===== src/verilog/isr_pkg.sv =====
// Shared constants and types for the two-wire bus controller
package isr_pkg;
	// Register byte addresses
	localparam logic [7:0] ISR_OFS_SAR = 8'h00;
	localparam logic [7:0] ISR_OFS_XSAR = 8'h04;
	localparam logic [7:0] ISR_OFS_DR = 8'h08;
	localparam logic [7:0] ISR_OFS_CTL = 8'h0C;
	localparam logic [7:0] ISR_OFS_SR = 8'h10;
	localparam logic [7:0] ISR_OFS_CCR = 8'h14;
	localparam logic [7:0] ISR_OFS_SRR = 8'h18;
	// Field positions
	localparam int ISR_CTL_START_REQ = 5;
	localparam int ISR_CTL_STOP_REQ = 4;
	localparam int ISR_CTL_FLAG = 3;
	localparam int ISR_CTL_ACK_ASSERT = 2;
	localparam int ISR_SAR_GC_ENABLE = 0;
	localparam logic [4:0] ISR_TEN_TAG = 5'h1E;
	// Reset values
	localparam logic [7:0] ISR_RST_REG = 8'h00;
	localparam logic [7:0] ISR_RST_SR = 8'hF8;
	// Status codes
	localparam logic [7:0] ISR_SC_BERR = 8'h00;
	localparam logic [7:0] ISR_SC_MSTART = 8'h08;
	localparam logic [7:0] ISR_SC_MAW_ACK = 8'h18;
	localparam logic [7:0] ISR_SC_MAW_NACK = 8'h20;
	localparam logic [7:0] ISR_SC_MDW_ACK = 8'h28;
	localparam logic [7:0] ISR_SC_MDW_NACK = 8'h30;
	localparam logic [7:0] ISR_SC_MAR_ACK = 8'h40;
	localparam logic [7:0] ISR_SC_MAR_NACK = 8'h48;
	localparam logic [7:0] ISR_SC_MDR_ACK = 8'h50;
	localparam logic [7:0] ISR_SC_MDR_NACK = 8'h58;
	localparam logic [7:0] ISR_SC_SW = 8'h60;
	localparam logic [7:0] ISR_SC_SW_ARB = 8'h68;
	localparam logic [7:0] ISR_SC_GC = 8'h70;
	localparam logic [7:0] ISR_SC_GC_ARB = 8'h78;
	localparam logic [7:0] ISR_SC_SD_ACK = 8'h80;
	localparam logic [7:0] ISR_SC_SD_NACK = 8'h88;
	localparam logic [7:0] ISR_SC_GD_ACK = 8'h90;
	localparam logic [7:0] ISR_SC_GD_NACK = 8'h98;
	localparam logic [7:0] ISR_SC_SSTOP = 8'hA0;
	localparam logic [7:0] ISR_SC_SR = 8'hA8;
	localparam logic [7:0] ISR_SC_SR_ARB = 8'hB0;
	localparam logic [7:0] ISR_SC_ST_ACK = 8'hB8;
	localparam logic [7:0] ISR_SC_ST_NACK = 8'hC0;
	localparam logic [7:0] ISR_SC_ST_LAST = 8'hC8;
	localparam logic [7:0] ISR_SC_TEN_ACK = 8'hD0;
	localparam logic [7:0] ISR_SC_TEN_NACK = 8'hD8;
	localparam logic [7:0] ISR_SC_NONE = 8'hF8;
	// Half-bit divider base, in system clocks
	localparam logic [14:0] ISR_DIV_BASE = 15'h000A;

	typedef enum logic [3:0] {
		PH_IDLE = 4'b0000,
		PH_BYTE = 4'b0001,
		PH_ACK = 4'b0010,
		PH_HOLD = 4'b0011,
		PH_START = 4'b0100,
		PH_STOP = 4'b0101,
		PH_BERR = 4'b0110,
		PH_DONE = 4'b0111
	} isr_phase_type;

	typedef struct packed {
		logic scl;
		logic sda;
		logic scl_rise;
		logic scl_fall;
		logic start;
		logic stop;
	} isr_pins_type;

	typedef struct packed {
		logic [2:0] scl;
		logic [2:0] sda;
		isr_pins_type pins;
	} isr_watch_type;
endpackage : isr_pkg


===== src/verilog/isr_ctrl.sv =====
// Two-wire bus controller with slave receive and status reporting
// Notes on behaviour
// - Own address plus write: ack, flag, 60h.
// - General call when enabled: slave receive, 70h.
// - Ten-bit: first byte acked silently.
// - Arbitration lost then addressed: 68h or 78h.
// - With ack-assert: ack each byte, 80h/90h.
// - STOP or restart after ack: flag, A0h.
// - Ack-assert cleared: nack, 88h/98h, idle after flag clear or STOP.
// - Last transmitted byte acked: C8h, idle.
// - Transmitted byte not acked: C0h, idle.
// - STOP after ack returns slave idle.
// - Hardware reset: registers 00h, status F8h.
// - Soft reset: idle, clears stop/start/flag.
// - Seven-bit address in own-address [7:1].
// - Ten-bit address is own[2:1] with extended.
// - Byte registers; status read-only; two write-only.
// - Master address read: 40h ack, 48h nack.
// - Master received byte: 50h ack, 58h nack.
// - Own address plus read: A8h, B0h after arbitration.
// - Transmitted byte acked: B8h, continue.
// - Ten-bit second address: D0h or D8h.
// - Status reads F8h while flag clear.
// - Bus error 00h; stop-request recovers silently.
`timescale 1ns/1ps
`default_nettype none
module isr_ctrl
	import isr_pkg::*;
(
	// System
	input wire logic SYS_CLK,
	input wire logic RESET,
	// Avalon-MM slave
	input wire logic [7:0] AVS_ADDRESS,
	input wire logic AVS_READ,
	input wire logic AVS_WRITE,
	input wire logic [31:0] AVS_WRITEDATA,
	output logic [31:0] AVS_READDATA,
	output logic AVS_WAITREQUEST,
	// Bus lines
	input wire logic SCL_IN,
	output logic SCL_OUT,
	output logic SCL_OE_N,
	input wire logic SDA_IN,
	output logic SDA_OUT,
	output logic SDA_OE_N,
	// Processor interrupt
	output logic INTERRUPT_REQ
);
	typedef struct packed {
		isr_phase_type phase;
		logic [1:0] sub;
		logic [3:0] cnt;
		logic [7:0] shift;
		logic [7:0] sar;
		logic [7:0] xsar;
		logic [7:0] dr;
		logic [7:0] ctl;
		logic [7:0] status;
		logic [6:0] ccr;
		logic [14:0] div;
		logic master;
		logic tx;
		logic addr_ph;
		logic ten_pend;
		logic ten1;
		logic mten;
		logic hit;
		logic gc;
		logic arb;
		logic rw;
		logic ack;
		logic busy;
		logic scl_oe_n;
		logic sda_oe_n;
		logic drive_level;
		logic waitreq;
		logic [31:0] rdata;
	} isr_state_type;

	isr_state_type st;
	isr_state_type next_st;
	isr_pins_type pw;
	logic acc;
	logic wr_go;
	logic flag_clr;
	logic tick;
	logic [7:0] wd;
	logic [14:0] reload;

	isr_pin_watch u_watch (
		.clk(SYS_CLK),
		.reset(RESET),
		.scl_pin(SCL_IN),
		.sda_pin(SDA_IN),
		.pins(pw)
	);

	function automatic logic [7:0] rd_reg(input logic [7:0] a, input isr_state_type s);
		logic [7:0] v;
		v = 8'h00;
		case (a)
			ISR_OFS_SAR: v = s.sar;
			ISR_OFS_XSAR: v = s.xsar;
			ISR_OFS_DR: v = s.dr;
			ISR_OFS_CTL: v = s.ctl;
			ISR_OFS_SR: v = s.ctl[ISR_CTL_FLAG] ? s.status : ISR_SC_NONE;
			default: v = 8'h00;
		endcase
		return v;
	endfunction : rd_reg

	// Flag and status together, hardware set
	function automatic isr_state_type raise(input isr_state_type s, input logic [7:0] code);
		isr_state_type r;
		r = s;
		r.ctl[ISR_CTL_FLAG] = 1'b1;
		r.status = code;
		return r;
	endfunction : raise

	////////////////////////////////////////////////////////////////////////////
	assign acc = AVS_READ | AVS_WRITE;
	assign wr_go = AVS_WRITE & ~st.waitreq;
	assign wd = AVS_WRITEDATA[7:0];
	assign tick = (st.div == 15'h0000);
	assign reload = 15'(((({11'h000, st.ccr[6:3]} + 15'h0001) * ISR_DIV_BASE) << st.ccr[2:0]));

	always_comb begin
		next_st = st;
		flag_clr = 1'b0;
		// Bus slave: one stall cycle, then answer
		next_st.waitreq = ~(acc & st.waitreq);
		if (acc & st.waitreq) begin
			next_st.rdata = {24'h000000, rd_reg(AVS_ADDRESS, st)};
		end
		next_st.div = tick ? reload : 15'(st.div - 15'h0001);
		if (wr_go) begin
			case (AVS_ADDRESS)
				ISR_OFS_SAR: next_st.sar = wd;
				ISR_OFS_XSAR: next_st.xsar = wd;
				ISR_OFS_DR: next_st.dr = wd;
				ISR_OFS_CTL: begin
					next_st.ctl = wd;
					next_st.ctl[ISR_CTL_FLAG] = st.ctl[ISR_CTL_FLAG] & wd[ISR_CTL_FLAG];
					flag_clr = st.ctl[ISR_CTL_FLAG] & ~wd[ISR_CTL_FLAG];
				end
				ISR_OFS_CCR: next_st.ccr = wd[6:0];
				default: ;
			endcase
		end
		if (wr_go && AVS_ADDRESS == ISR_OFS_SRR) begin
			next_st.phase = PH_IDLE;
			next_st.ctl[ISR_CTL_START_REQ] = 1'b0;
			next_st.ctl[ISR_CTL_STOP_REQ] = 1'b0;
			next_st.ctl[ISR_CTL_FLAG] = 1'b0;
			next_st.master = 1'b0;
			next_st.scl_oe_n = 1'b1;
			next_st.sda_oe_n = 1'b1;
		end else begin
			////////////////////////////////////////////////////////////////////
			// Software releases a held transfer
			if (flag_clr) begin
				case (st.phase)
					PH_HOLD: begin
						if (st.ctl[ISR_CTL_START_REQ] && st.master) begin
							next_st.phase = PH_START;
							next_st.sub = 2'h0;
						end else if (st.ctl[ISR_CTL_STOP_REQ] && st.master) begin
							next_st.phase = PH_STOP;
							next_st.sub = 2'h0;
							next_st.sda_oe_n = 1'b0;
						end else begin
							next_st.phase = PH_BYTE;
							next_st.cnt = 4'h0;
							next_st.shift = st.dr;
							next_st.sda_oe_n = st.tx ? st.dr[7] : 1'b1;
							if (!st.master) begin
								next_st.scl_oe_n = 1'b1;
							end
						end
					end
					PH_DONE: next_st.phase = PH_IDLE;
					PH_BERR: begin
						if (st.ctl[ISR_CTL_STOP_REQ]) begin
							next_st.phase = PH_IDLE;
							next_st.ctl[ISR_CTL_STOP_REQ] = 1'b0;
						end
					end
					default: ;
				endcase
			end
			if (st.phase == PH_IDLE && st.ctl[ISR_CTL_START_REQ] && !st.busy
					&& !st.ctl[ISR_CTL_FLAG]) begin
				next_st.phase = PH_START;
				next_st.sub = 2'h0;
				next_st.master = 1'b1;
			end
			////////////////////////////////////////////////////////////////////
			// Bus conditions seen on the lines
			if (pw.start) begin
				next_st.busy = 1'b1;
			end
			if (pw.stop) begin
				next_st.busy = 1'b0;
			end
			if (st.master && (pw.start || pw.stop) && st.phase == PH_BYTE && st.cnt != 4'h0) begin
				next_st = raise(next_st, ISR_SC_BERR);
				next_st.phase = PH_BERR;
				next_st.master = 1'b0;
				next_st.scl_oe_n = 1'b1;
				next_st.sda_oe_n = 1'b1;
			end else if (!st.master && (pw.start || pw.stop)) begin
				// The condition's own SCL high may already have counted one bit
				if (st.phase == PH_BYTE && st.cnt[3:1] == 3'h0 && st.hit && !st.addr_ph && !st.tx) begin
					next_st = raise(next_st, ISR_SC_SSTOP);
				end
				next_st.hit = 1'b0;
				next_st.ten_pend = 1'b0;
				next_st.arb = 1'b0;
				next_st.sda_oe_n = 1'b1;
				next_st.scl_oe_n = 1'b1;
				if (pw.start) begin
					next_st.phase = PH_BYTE;
					next_st.cnt = 4'h0;
					next_st.addr_ph = 1'b1;
					next_st.tx = 1'b0;
				end else if (st.phase != PH_BERR) begin
					next_st.phase = PH_IDLE;
				end
			end
			////////////////////////////////////////////////////////////////////
			// Master START and STOP sequencing
			if (st.phase == PH_START && tick) begin
				next_st.sub = 2'(st.sub + 2'h1);
				case (st.sub)
					2'h0: next_st.sda_oe_n = 1'b1;
					2'h1: next_st.scl_oe_n = 1'b1;
					2'h2: next_st.sda_oe_n = 1'b0;
					default: begin
						next_st.scl_oe_n = 1'b0;
						next_st.ctl[ISR_CTL_START_REQ] = 1'b0;
						next_st = raise(next_st, ISR_SC_MSTART);
						next_st.phase = PH_HOLD;
						next_st.addr_ph = 1'b1;
						next_st.mten = 1'b0;
						next_st.tx = 1'b1;
					end
				endcase
			end
			if (st.phase == PH_STOP && tick) begin
				next_st.sub = 2'(st.sub + 2'h1);
				case (st.sub)
					2'h0: next_st.scl_oe_n = 1'b1;
					2'h1: next_st.sda_oe_n = 1'b1;
					default: begin
						next_st.phase = PH_IDLE;
						next_st.master = 1'b0;
						next_st.ctl[ISR_CTL_STOP_REQ] = 1'b0;
					end
				endcase
			end
			// Master clock generation; waits out a stretched low
			if (st.master && (st.phase == PH_BYTE || st.phase == PH_ACK) && tick) begin
				if (!st.scl_oe_n) begin
					next_st.scl_oe_n = 1'b1;
				end else if (pw.scl) begin
					next_st.scl_oe_n = 1'b0;
				end
			end
			////////////////////////////////////////////////////////////////////
			// Sampling on SCL rise
			if (pw.scl_rise && st.phase == PH_BYTE && st.cnt != 4'h8) begin
				next_st.shift = {st.shift[6:0], pw.sda};
				next_st.cnt = 4'(st.cnt + 4'h1);
				if (st.master && st.tx && st.sda_oe_n && !pw.sda) begin
					next_st.master = 1'b0;
					next_st.scl_oe_n = 1'b1;
					next_st.tx = 1'b0;
					next_st.arb = st.addr_ph;
					if (!st.addr_ph) begin
						next_st.phase = PH_IDLE;
					end
				end
			end
			if (pw.scl_rise && st.phase == PH_ACK && st.tx) begin
				next_st.ack = ~pw.sda;
			end
			////////////////////////////////////////////////////////////////////
			// Shifting out and ack decision on SCL fall
			if (pw.scl_fall && st.phase == PH_BYTE && st.cnt != 4'h8) begin
				if (st.tx) begin
					next_st.sda_oe_n = st.shift[7];
				end
			end
			if (pw.scl_fall && st.phase == PH_BYTE && st.cnt == 4'h8) begin
				next_st.phase = PH_ACK;
				next_st.rw = st.shift[0];
				next_st.ack = 1'b0;
				next_st.sda_oe_n = 1'b1;
				if (!st.tx && !st.addr_ph) begin
					next_st.dr = st.shift;
				end
				if (st.master && !st.tx) begin
					next_st.ack = st.ctl[ISR_CTL_ACK_ASSERT];
				end else if (!st.master && st.addr_ph) begin
					next_st.ten1 = 1'b0;
					next_st.gc = 1'b0;
					next_st.hit = 1'b0;
					if (st.ten_pend) begin
						next_st.hit = (st.shift == st.xsar);
						next_st.rw = 1'b0;
					end else if (st.sar[7:3] == ISR_TEN_TAG) begin
						next_st.ten1 = (st.shift[7:1] == st.sar[7:1]) && !st.shift[0];
						next_st.hit = 1'b0;
					end else begin
						next_st.hit = (st.shift[7:1] == st.sar[7:1]);
					end
					if (st.shift == 8'h00 && st.sar[ISR_SAR_GC_ENABLE]) begin
						next_st.hit = 1'b1;
						next_st.gc = 1'b1;
					end
					if (!st.ctl[ISR_CTL_ACK_ASSERT]) begin
						next_st.hit = 1'b0;
						next_st.ten1 = 1'b0;
					end
					next_st.ack = next_st.hit | next_st.ten1;
					if (!(next_st.hit | next_st.ten1)) begin
						next_st.phase = PH_IDLE;
						next_st.ten_pend = 1'b0;
						next_st.arb = 1'b0;
					end
				end else if (!st.master && !st.tx) begin
					next_st.ack = st.ctl[ISR_CTL_ACK_ASSERT];
				end
				if (!st.tx) begin
					next_st.sda_oe_n = ~next_st.ack;
				end
			end
			////////////////////////////////////////////////////////////////////
			// End of the acknowledge bit
			if (pw.scl_fall && st.phase == PH_ACK) begin
				next_st.sda_oe_n = 1'b1;
				next_st.phase = PH_HOLD;
				next_st.cnt = 4'h0;
				if (st.master && st.tx && st.addr_ph) begin
					next_st.addr_ph = 1'b0;
					if (st.mten) begin
						next_st = raise(next_st, st.ack ? ISR_SC_TEN_ACK : ISR_SC_TEN_NACK);
						next_st.mten = 1'b0;
					end else if (st.rw) begin
						next_st = raise(next_st, st.ack ? ISR_SC_MAR_ACK : ISR_SC_MAR_NACK);
						next_st.tx = 1'b0;
					end else begin
						next_st = raise(next_st, st.ack ? ISR_SC_MAW_ACK : ISR_SC_MAW_NACK);
						next_st.mten = (st.shift[7:3] == ISR_TEN_TAG);
						next_st.addr_ph = (st.shift[7:3] == ISR_TEN_TAG);
					end
				end else if (st.master && st.tx) begin
					next_st = raise(next_st, st.ack ? ISR_SC_MDW_ACK : ISR_SC_MDW_NACK);
				end else if (st.master) begin
					next_st = raise(next_st, st.ack ? ISR_SC_MDR_ACK : ISR_SC_MDR_NACK);
				end else if (st.addr_ph && st.ten1) begin
					next_st.ten_pend = 1'b1;
					next_st.phase = PH_BYTE;
				end else if (st.addr_ph) begin
					next_st.addr_ph = 1'b0;
					next_st.ten_pend = 1'b0;
					next_st.tx = st.rw;
					next_st.arb = 1'b0;
					next_st.scl_oe_n = 1'b0;
					if (st.rw) begin
						next_st = raise(next_st, st.arb ? ISR_SC_SR_ARB : ISR_SC_SR);
					end else if (st.gc) begin
						next_st = raise(next_st, st.arb ? ISR_SC_GC_ARB : ISR_SC_GC);
					end else begin
						next_st = raise(next_st, st.arb ? ISR_SC_SW_ARB : ISR_SC_SW);
					end
				end else if (!st.tx && st.ack) begin
					next_st = raise(next_st, st.gc ? ISR_SC_GD_ACK : ISR_SC_SD_ACK);
					next_st.scl_oe_n = 1'b0;
				end else if (!st.tx) begin
					next_st = raise(next_st, st.gc ? ISR_SC_GD_NACK : ISR_SC_SD_NACK);
					next_st.phase = PH_DONE;
					next_st.hit = 1'b0;
				end else if (!st.ack) begin
					next_st = raise(next_st, ISR_SC_ST_NACK);
					next_st.phase = PH_IDLE;
					next_st.hit = 1'b0;
				end else if (!st.ctl[ISR_CTL_ACK_ASSERT]) begin
					next_st = raise(next_st, ISR_SC_ST_LAST);
					next_st.phase = PH_IDLE;
					next_st.hit = 1'b0;
				end else begin
					next_st = raise(next_st, ISR_SC_ST_ACK);
					next_st.scl_oe_n = 1'b0;
				end
			end
		end
	end

	////////////////////////////////////////////////////////////////////////////
	always_ff @(posedge SYS_CLK or posedge RESET) begin
		if (RESET) begin
			st <= '{
				phase: PH_IDLE,
				sar: ISR_RST_REG,
				xsar: ISR_RST_REG,
				dr: ISR_RST_REG,
				ctl: ISR_RST_REG,
				status: ISR_RST_SR,
				scl_oe_n: 1'b1,
				sda_oe_n: 1'b1,
				waitreq: 1'b1,
				default: '0
			};
		end else begin
			st <= next_st;
		end
	end

	assign AVS_READDATA = st.rdata;
	assign AVS_WAITREQUEST = st.waitreq;
	assign SCL_OUT = st.drive_level;
	assign SCL_OE_N = st.scl_oe_n;
	assign SDA_OUT = st.drive_level;
	assign SDA_OE_N = st.sda_oe_n;
	assign INTERRUPT_REQ = st.ctl[ISR_CTL_FLAG];
endmodule : isr_ctrl
`default_nettype wire


===== src/verilog/isr_pin_watch.sv =====
// Line synchroniser and bus edge, START and STOP detector
`timescale 1ns/1ps
`default_nettype none
module isr_pin_watch
	import isr_pkg::*;
(
	// Clock and reset
	input wire logic clk,
	input wire logic reset,
	// Bus lines
	input wire logic scl_pin,
	input wire logic sda_pin,
	// Events
	output isr_pins_type pins
);
	isr_watch_type st;
	isr_watch_type next_st;

	always_comb begin
		next_st = st;
		next_st.scl = {st.scl[1:0], scl_pin};
		next_st.sda = {st.sda[1:0], sda_pin};
		next_st.pins.scl = st.scl[1];
		next_st.pins.sda = st.sda[1];
		next_st.pins.scl_rise = st.scl[1] & ~st.scl[2];
		next_st.pins.scl_fall = ~st.scl[1] & st.scl[2];
		next_st.pins.start = st.scl[1] & st.scl[2] & ~st.sda[1] & st.sda[2];
		next_st.pins.stop = st.scl[1] & st.scl[2] & st.sda[1] & ~st.sda[2];
	end

	always_ff @(posedge clk or posedge reset) begin
		if (reset) begin
			st <= '{scl: 3'h7, sda: 3'h7, pins: '{scl: 1'b1, sda: 1'b1, default: 1'b0}};
		end else begin
			st <= next_st;
		end
	end

	assign pins = st.pins;
endmodule : isr_pin_watch
`default_nettype wire


===== config.mk =====
export PLATFORM = sky130hd
export DESIGN_NAME = isr_ctrl
export DESIGN_NICKNAME = d
export VERILOG_FILES = /design/src/verilog/isr_pkg.sv /design/src/verilog/isr_ctrl.sv /design/src/verilog/isr_pin_watch.sv
export SDC_FILE = /design/constraint.sdc
export NUM_CORES = 1
export LEC_CHECK = 0
export BUFFER_PORTS_ARGS = -buffer_cell sky130_fd_sc_hd__buf_4
export CORE_AREA = 3 3 131 133
export DETAILED_ROUTE_END_ITERATION = 10
export DIE_AREA = 0 0 134 136
export MAX_ROUTING_LAYER = met4
export PLACE_DENSITY = 0.61
export SLEW_MARGIN = 20
export SYNTH_ARGS = -nofsm -noshare
export SYNTH_HDL_FRONTEND = slang
export SYNTH_SLANG_ARGS = --single-unit

===== constraint.sdc =====
create_clock -name SYS_CLK -period 4.3 [get_ports SYS_CLK]
set_clock_uncertainty 0.2 [all_clocks]
set_input_delay 0.215 -clock SYS_CLK [delete_from_list [all_inputs] [get_ports SYS_CLK]]
set_output_delay 0.215 -clock SYS_CLK [all_outputs]
set_load 0.005 [all_outputs]

* After elaboration in Yosys (flattened, before gate mapping)
Cells that the tools add are included.
** Cells by class
- Add/subtract/negate cells :: 4
- $mul :: 1
- Eq/ne operators :: 22
- Shift operators :: 1
- Muxes and demuxes :: 158
- Bitwise gates (word level) :: 22
- Reductions and logical operators :: 57
** Operators by type and width (count)
- $mux W128 :: 11
- $mux W127 :: 3
- $mux W126 :: 2
- $mux W78 :: 2
- $mux W92 :: 1
- $mux W82 :: 1
- $mux W79 :: 1
- $mux W77 :: 1
- $mux W75 :: 1
- $mux W4 :: 18
- $mux W33 :: 2
- $mux W32 :: 2
- $mux W1 :: 60
- $mux W8 :: 7
- $mux W44 :: 1
- $pmux W8 S5 :: 1
- $logic_and A1 B1 Y1 :: 38
- $mux W2 :: 19
- $mux W12 :: 3
- $mux W18 :: 2
- $mux W5 :: 6
- $mux W26 :: 1
- $eq A8 B5 Y1 const B :: 3
- $mux W6 :: 4
- 38 further kinds :: 75
** Storage, ports and cells
- Register bits :: 140
- Input bits :: 46
- Output and inout port bits :: 38
- Logic and storage cells :: 301

* Longest topological paths before layout
- Depth in word-level cells :: 38
- Depth in mapped cells :: 12
- Depth with buffers taken out :: 12

* Cells and area by module
From an unflattened synthesis, not the netlist that was laid out.
** Second synthesis, totals
- Cell total of the unflattened synthesis :: 788
- Area, all modules :: 7058.0 µm²
** Modules (own cells, without submodules)
- isr_ctrl :: instances 1, cells each 773, area each 6764.0 µm², sequential area each 2587.5 µm²
- isr_pin_watch :: instances 1, cells each 15, area each 294.0 µm², sequential area each 257.7 µm²

* Worst setup path before layout
No wires, ideal clock.
- Kind :: reg-to-reg
- Start point :: reg st[66] (netlist name)
- End point :: reg st[59] (netlist name)
- Setup time :: 0.130 ns
- Arrival time :: 2.377 ns
- Required time :: 3.970 ns
- Slack :: 1.593 ns
- Stages on the path, launching flop included :: 12
- Path buffers :: 0
- Period minus slack after synthesis :: 2.707 ns
- Path through :: dfrtp_1 > ha_1 > and3_1 > ha_1 > inv_1 > fa_1 > xor2_1 > mux2i_1 > mux2_2 > nand2_1 > o311a_1 > a21oi_1
** RTL lines
- start: declaration :: line isr_ctrl.sv:81 : isr_state_type st;
- start signal: assignment :: line isr_ctrl.sv:405 : st <= '{
- start signal: assignment :: line isr_ctrl.sv:418 : st <= next_st;

* Worst setup path in the final report
- Start point :: reg st (netlist bit INTERRUPT_REQ)
- End point :: reg st[112] (netlist name)
** Between the ends
- Word-level cells in the longest chain between the ends :: 24
** RTL lines
- $and A1 B1 Y1 (*) :: line isr_ctrl.sv:146 : flag_clr = st.ctl[ISR_CTL_FLAG] & ~wd[ISR_CTL_FLAG];
- $mux W1 (*) :: line isr_ctrl.sv:139 : case (AVS_ADDRESS)
- $mux W1 (*) :: line isr_ctrl.sv:138 : if (wr_go) begin
- $mux W18 (*) :: line isr_ctrl.sv:163 : if (flag_clr) begin
- $mux W18 (*) :: line isr_ctrl.sv:152 : if (wr_go && AVS_ADDRESS == ISR_OFS_SRR) begin
- $mux W128 :: line isr_ctrl.sv:213 : end else if (!st.master && (pw.start || pw.stop)) begin
- $mux W128 :: line isr_ctrl.sv:207 : if (st.master && (pw.start || pw.stop) && st.phase == PH_BYTE && st.cnt != 4'h0) begin
- $mux W128 :: line isr_ctrl.sv:152
- [... 8 more ...]
- $mux W127 :: line isr_ctrl.sv:382 : end else if (!st.tx) begin
- $mux W127 :: line isr_ctrl.sv:379 : end else if (!st.tx && st.ack) begin
- $mux W127 :: line isr_ctrl.sv:366 : end else if (st.addr_ph) begin
- $mux W79 :: line isr_ctrl.sv:363 : end else if (st.addr_ph && st.ten1) begin
- $mux W128 :: line isr_ctrl.sv:361 : end else if (st.master) begin
- $mux W128 :: line isr_ctrl.sv:359 : end else if (st.master && st.tx) begin
- $mux W128 :: line isr_ctrl.sv:346 : if (st.master && st.tx && st.addr_ph) begin
- $mux W128 (*) :: line isr_ctrl.sv:342 : if (pw.scl_fall && st.phase == PH_ACK) begin
Mark *: on every way between the ends. The rest lies on a longest branch, timed or not. The select of a mux whose other input is x is not followed.
A chain may end at the register's enable or synchronous reset.

==> flow_metrics.env <==
export IMPL_status="complete, no violations"
export IMPL_endpoint_kind="register"
export IMPL_initial_core_util=0.4488
export IMPL_synth_xor_area_share=0.03795
export IMPL_seq_power_share=0.429
export IMPL_fp_dieH_um=136
export IMPL_setup_viol=0
export IMPL_r2r_end="st[112]$_DFFE_PP0P_"
export IMPL_ir_drop_mv=0.3084
export IMPL_min_path_type="in2reg"
export IMPL_critical_path_class="reg2reg"
export IMPL_yosysTopAreaCell="dfrtp_1"
export IMPL_dp_cells=974
export IMPL_p_int_w=0.002235
export IMPL_drive_gt1_frac=0.1918
export IMPL_synth_warnings=0
export IMPL_wl_um=20000
export IMPL_cp_data_arrival_time_ns=3.25
export IMPL_num_vias=5991
export IMPL_r2r_start="INTERRUPT_REQ$_DFF_PP0_"
export IMPL_holdCritStartpoint="AVS_WRITE"
export IMPL_clock_path_buffers=2
export IMPL_async_flop_share=1.000
export IMPL_place_hpwl_um=14550
export IMPL_rrSetupSlack_ns=1.20
export IMPL_postRouteAntennaNets=0
export IMPL_worstPathRequired_ns=4.44
export IMPL_worst_pin_slew_ns=0.9898
export IMPL_pwr_density_cell_nw_per_um2=412.1
export IMPL_antenna_found_initial=1
export IMPL_whs_ns=0.09547
export IMPL_setup_total_negative_slack_ns=0
export IMPL_maxSlewViolCount=0
export IMPL_viasPerCell=5.874
export IMPL_drv_cap=0
export IMPL_synthMuxAreaShare=0.08115
export IMPL_yosys_top_cells_area="dfrtp_1 35%, dfstp_2 5.1%, mux2_2 5.0%, a21oi_1 4.5%, buf_4 3.9%"
export IMPL_drt_iter0_drc=616
export IMPL_fillers=1508
export IMPL_track_usage=0.2331
export IMPL_final_util=0.5069
export IMPL_synth_top_family_by_area="simple AND/OR/NAND/NOR gates"
export IMPL_hold_viol_final=0
export IMPL_fin_nets=853
export IMPL_post_route_period_util=0.7221
export IMPL_cts_buffers_inserted=17
export IMPL_wl_per_cell_um=19.61
export IMPL_grt_pass1_vias=5978
export IMPL_gp_congestion=0.9440
export IMPL_io_buffers=33
export IMPL_dr_pass1_iters=6
export IMPL_p_clk_frac=0.394
export IMPL_overflow=0
export IMPL_synthSimpleGateAreaFrac=0.1910
export IMPL_syn_area_um2=7154
export IMPL_ios=84
export IMPL_fp_coreArea_um2=15940
export IMPL_period_minus_slack_ns=3.105
export IMPL_synthDistinctLibCells=83
export IMPL_synthAdderAreaFrac=0.03078
export IMPL_p_leak_nw=3.488
export IMPL_grt_pass1_wl_um=32370
export IMPL_switchingPower_w=0.001095
export IMPL_root_buffer="clkbuf_16"
export IMPL_pwr_share_comb=0.177
export IMPL_seq_area_frac_synth=0.3977
export IMPL_cts_tree="yes"
export IMPL_num_rows=46
export IMPL_clkSlewWorstSetupHoldPaths_ns=0.06
export IMPL_synth_edff_count=0
export IMPL_final_cells=1020
export IMPL_start_kind="register"
export IMPL_cts_setup_buffers=0
export IMPL_synth_compound_area_frac=0.1815
export IMPL_worstPathMaxFanout=14
export IMPL_ys_flop_type="dfrtp_1"
export IMPL_max_slew_margin_rel=0.3373
export IMPL_die_area_um2=18220
export IMPL_timing_fmax_mhz=322.1
export IMPL_final_common_cell="dfrtp_1"
export IMPL_syn_area_per_cell_um2=9.328
export IMPL_swShare=0.3290
export IMPL_synth_seq_cells=113
export IMPL_synthToLayoutAreaGrowth_pct=12.96
export IMPL_mostFrequentLayoutCells="99 x dfrtp_1, 64 x a21oi_1, 56 x nor2_1, 55 x nand2_1, 43 x buf_4"
export IMPL_rsz0062_at_grt="false"
export IMPL_holdPathStages=4
export IMPL_r2r_cells=5
export IMPL_cts_sinks=113
export IMPL_yosysTopAreaCellShare=0.3463
export IMPL_die_w_um=134
export IMPL_hold_end="AVS_READDATA[2]$_DFFE_PP0P_"
export IMPL_clock_latency_ns=0.42
export IMPL_syn_inst=767
export IMPL_grt_max_degree=48
export IMPL_htree_levels=4
export IMPL_drc=0
==> how the worst max path moves through the flow <==
stage          cells after the start                     endpoint               startpoint  slack (ns)
6_report                           5          st[112]$_DFFE_PP0P_  INTERRUPT_REQ$_DFF_PP0_        1.20
3_5_place_dp                       4          st[111]$_DFFE_PP0P_  INTERRUPT_REQ$_DFF_PP0_        1.24
4_1_cts                            5          st[112]$_DFFE_PP0P_  INTERRUPT_REQ$_DFF_PP0_        1.21
2_1_floorplan                      1  AVS_READDATA[0]$_DFFE_PP0P_                    RESET        0.92
5_1_grt                            5          st[110]$_DFFE_PP0P_  INTERRUPT_REQ$_DFF_PP0_        0.88
3_3_place_gp                       7            st[125]$_DFF_PP0_        st[124]$_DFF_PP0_        1.32
==> metrics by stage <==
| stage | instance area, um^2 | setup WS [ns] | power (W) |
|---|---|---|---|
| after CTS | 8050 | 1.206 | 0.003340 |
| after global placement | 7390 | 1.316 | 0.001988 |
| after detailed placement | 7390 | 1.243 | 0.002011 |
| final | 8082 | 1.195 | 0.003330 |
| after floorplan | 7248 | 0.9208 | 0.001863 |
| after global routing | 8082 | 0.8817 | 0.003503 |
==> cells in the mapped netlist, types with 6 or more instances <==
cell      number
dfrtp_1       99
a21oi_1       64
nor2_1        56
nand2_1       55
o21ai_0       38
buf_4         37
mux2_2        32
clkbuf_1      31
inv_1         28
mux2i_1       22
xnor2_1       18
nor3_1        17
ha_1          16
a22oi_1       14
dfstp_2       14
nand3_1       14
nor2b_1       13
xor2_1        13
nand2b_1      12
a21o_1        11
nand4_1       10
nor4_1        10
and3_1         8
o211ai_1       8
o21ai_1        7
o31ai_1        7
a31oi_1        6
o22ai_1        6
==> state kept, by name, summed over array words and instances (netlist names) <==
register / count
st: 91
AVS_READDATA: 8
u_watch.pins: 6
u_watch.next_st: 4
AVS_WAITREQUEST: 1
INTERRUPT_REQ: 1
SCL_OE_N: 1
SDA_OE_N: 1
==> critical path, cell delays in order (launching register included) <==
cell and delay (ns):
dfrtp_1 0.75, nor4bb_1 0.57, nand4_1 0.39, a21oi_1 0.86, nor2_1 0.10, a21oi_1 0.16
==> layer usage <==
| layer | vias to the layer above | GRT usage | wire [um] |
|---|---|---|---|
| met4 | 0 | 0.08857 | 479 |
| li1 | 2768 | - | - |
| met5 | - | - | 0 |
| met1 | 2967 | 0.3068 | 8842 |
| met2 | 218 | 0.3593 | 9606 |
| met3 | 38 | 0.04404 | 1070 |
==> logic make-up after synthesis <==
group | after synthesis
flip-flops | 113
other | 1
XOR/XNOR | 31
buffers and inverters | 105
AND/OR/NAND/NOR | 244
adder cells (fa/ha/maj) | 17
AO/OA/AOI/OAI | 202
multiplexers | 54
==> power groups by stage <==
stage / combinational [W] / clock, W / sequential (W)
6_report: 0.000589 / 0.00131 / 0.00143
5_1_grt: 0.000663 / 0.00139 / 0.00145
2_1_floorplan: 0.000546 / 0 / 0.00132
4_1_cts: 0.000585 / 0.00133 / 0.00142
3_3_place_gp: 0.000558 / 0 / 0.00143
3_5_place_dp: 0.000572 / 0 / 0.00144
==> cell type report <==
| type | instances | area (um^2) | share of cell area |
|---|---|---|---|
| Inverter | 28 | 107.6 | 0.01331 |
| Sequential cell | 113 | 2845 | 0.3521 |
| Clock inverter | 15 | 125.1 | 0.01548 |
| Clock buffer | 17 | 425.4 | 0.05264 |
| Multi-Input combinational cell | 574 | 3852 | 0.4767 |
| Timing Repair Buffer | 56 | 452.9 | 0.05605 |
| Tap cell | 216 | 270.3 | 0.03344 |
| Antenna cell | 1 | 2.502 | 0.0003096 |
==> repair_timing <==
action,CTS,global route
endpoints found under the hold margin,64,1
endpoints found under the setup margin,0,0
gates resized for setup,0,0
hold buffers,11,2
(Power assumes the default switching activity.)
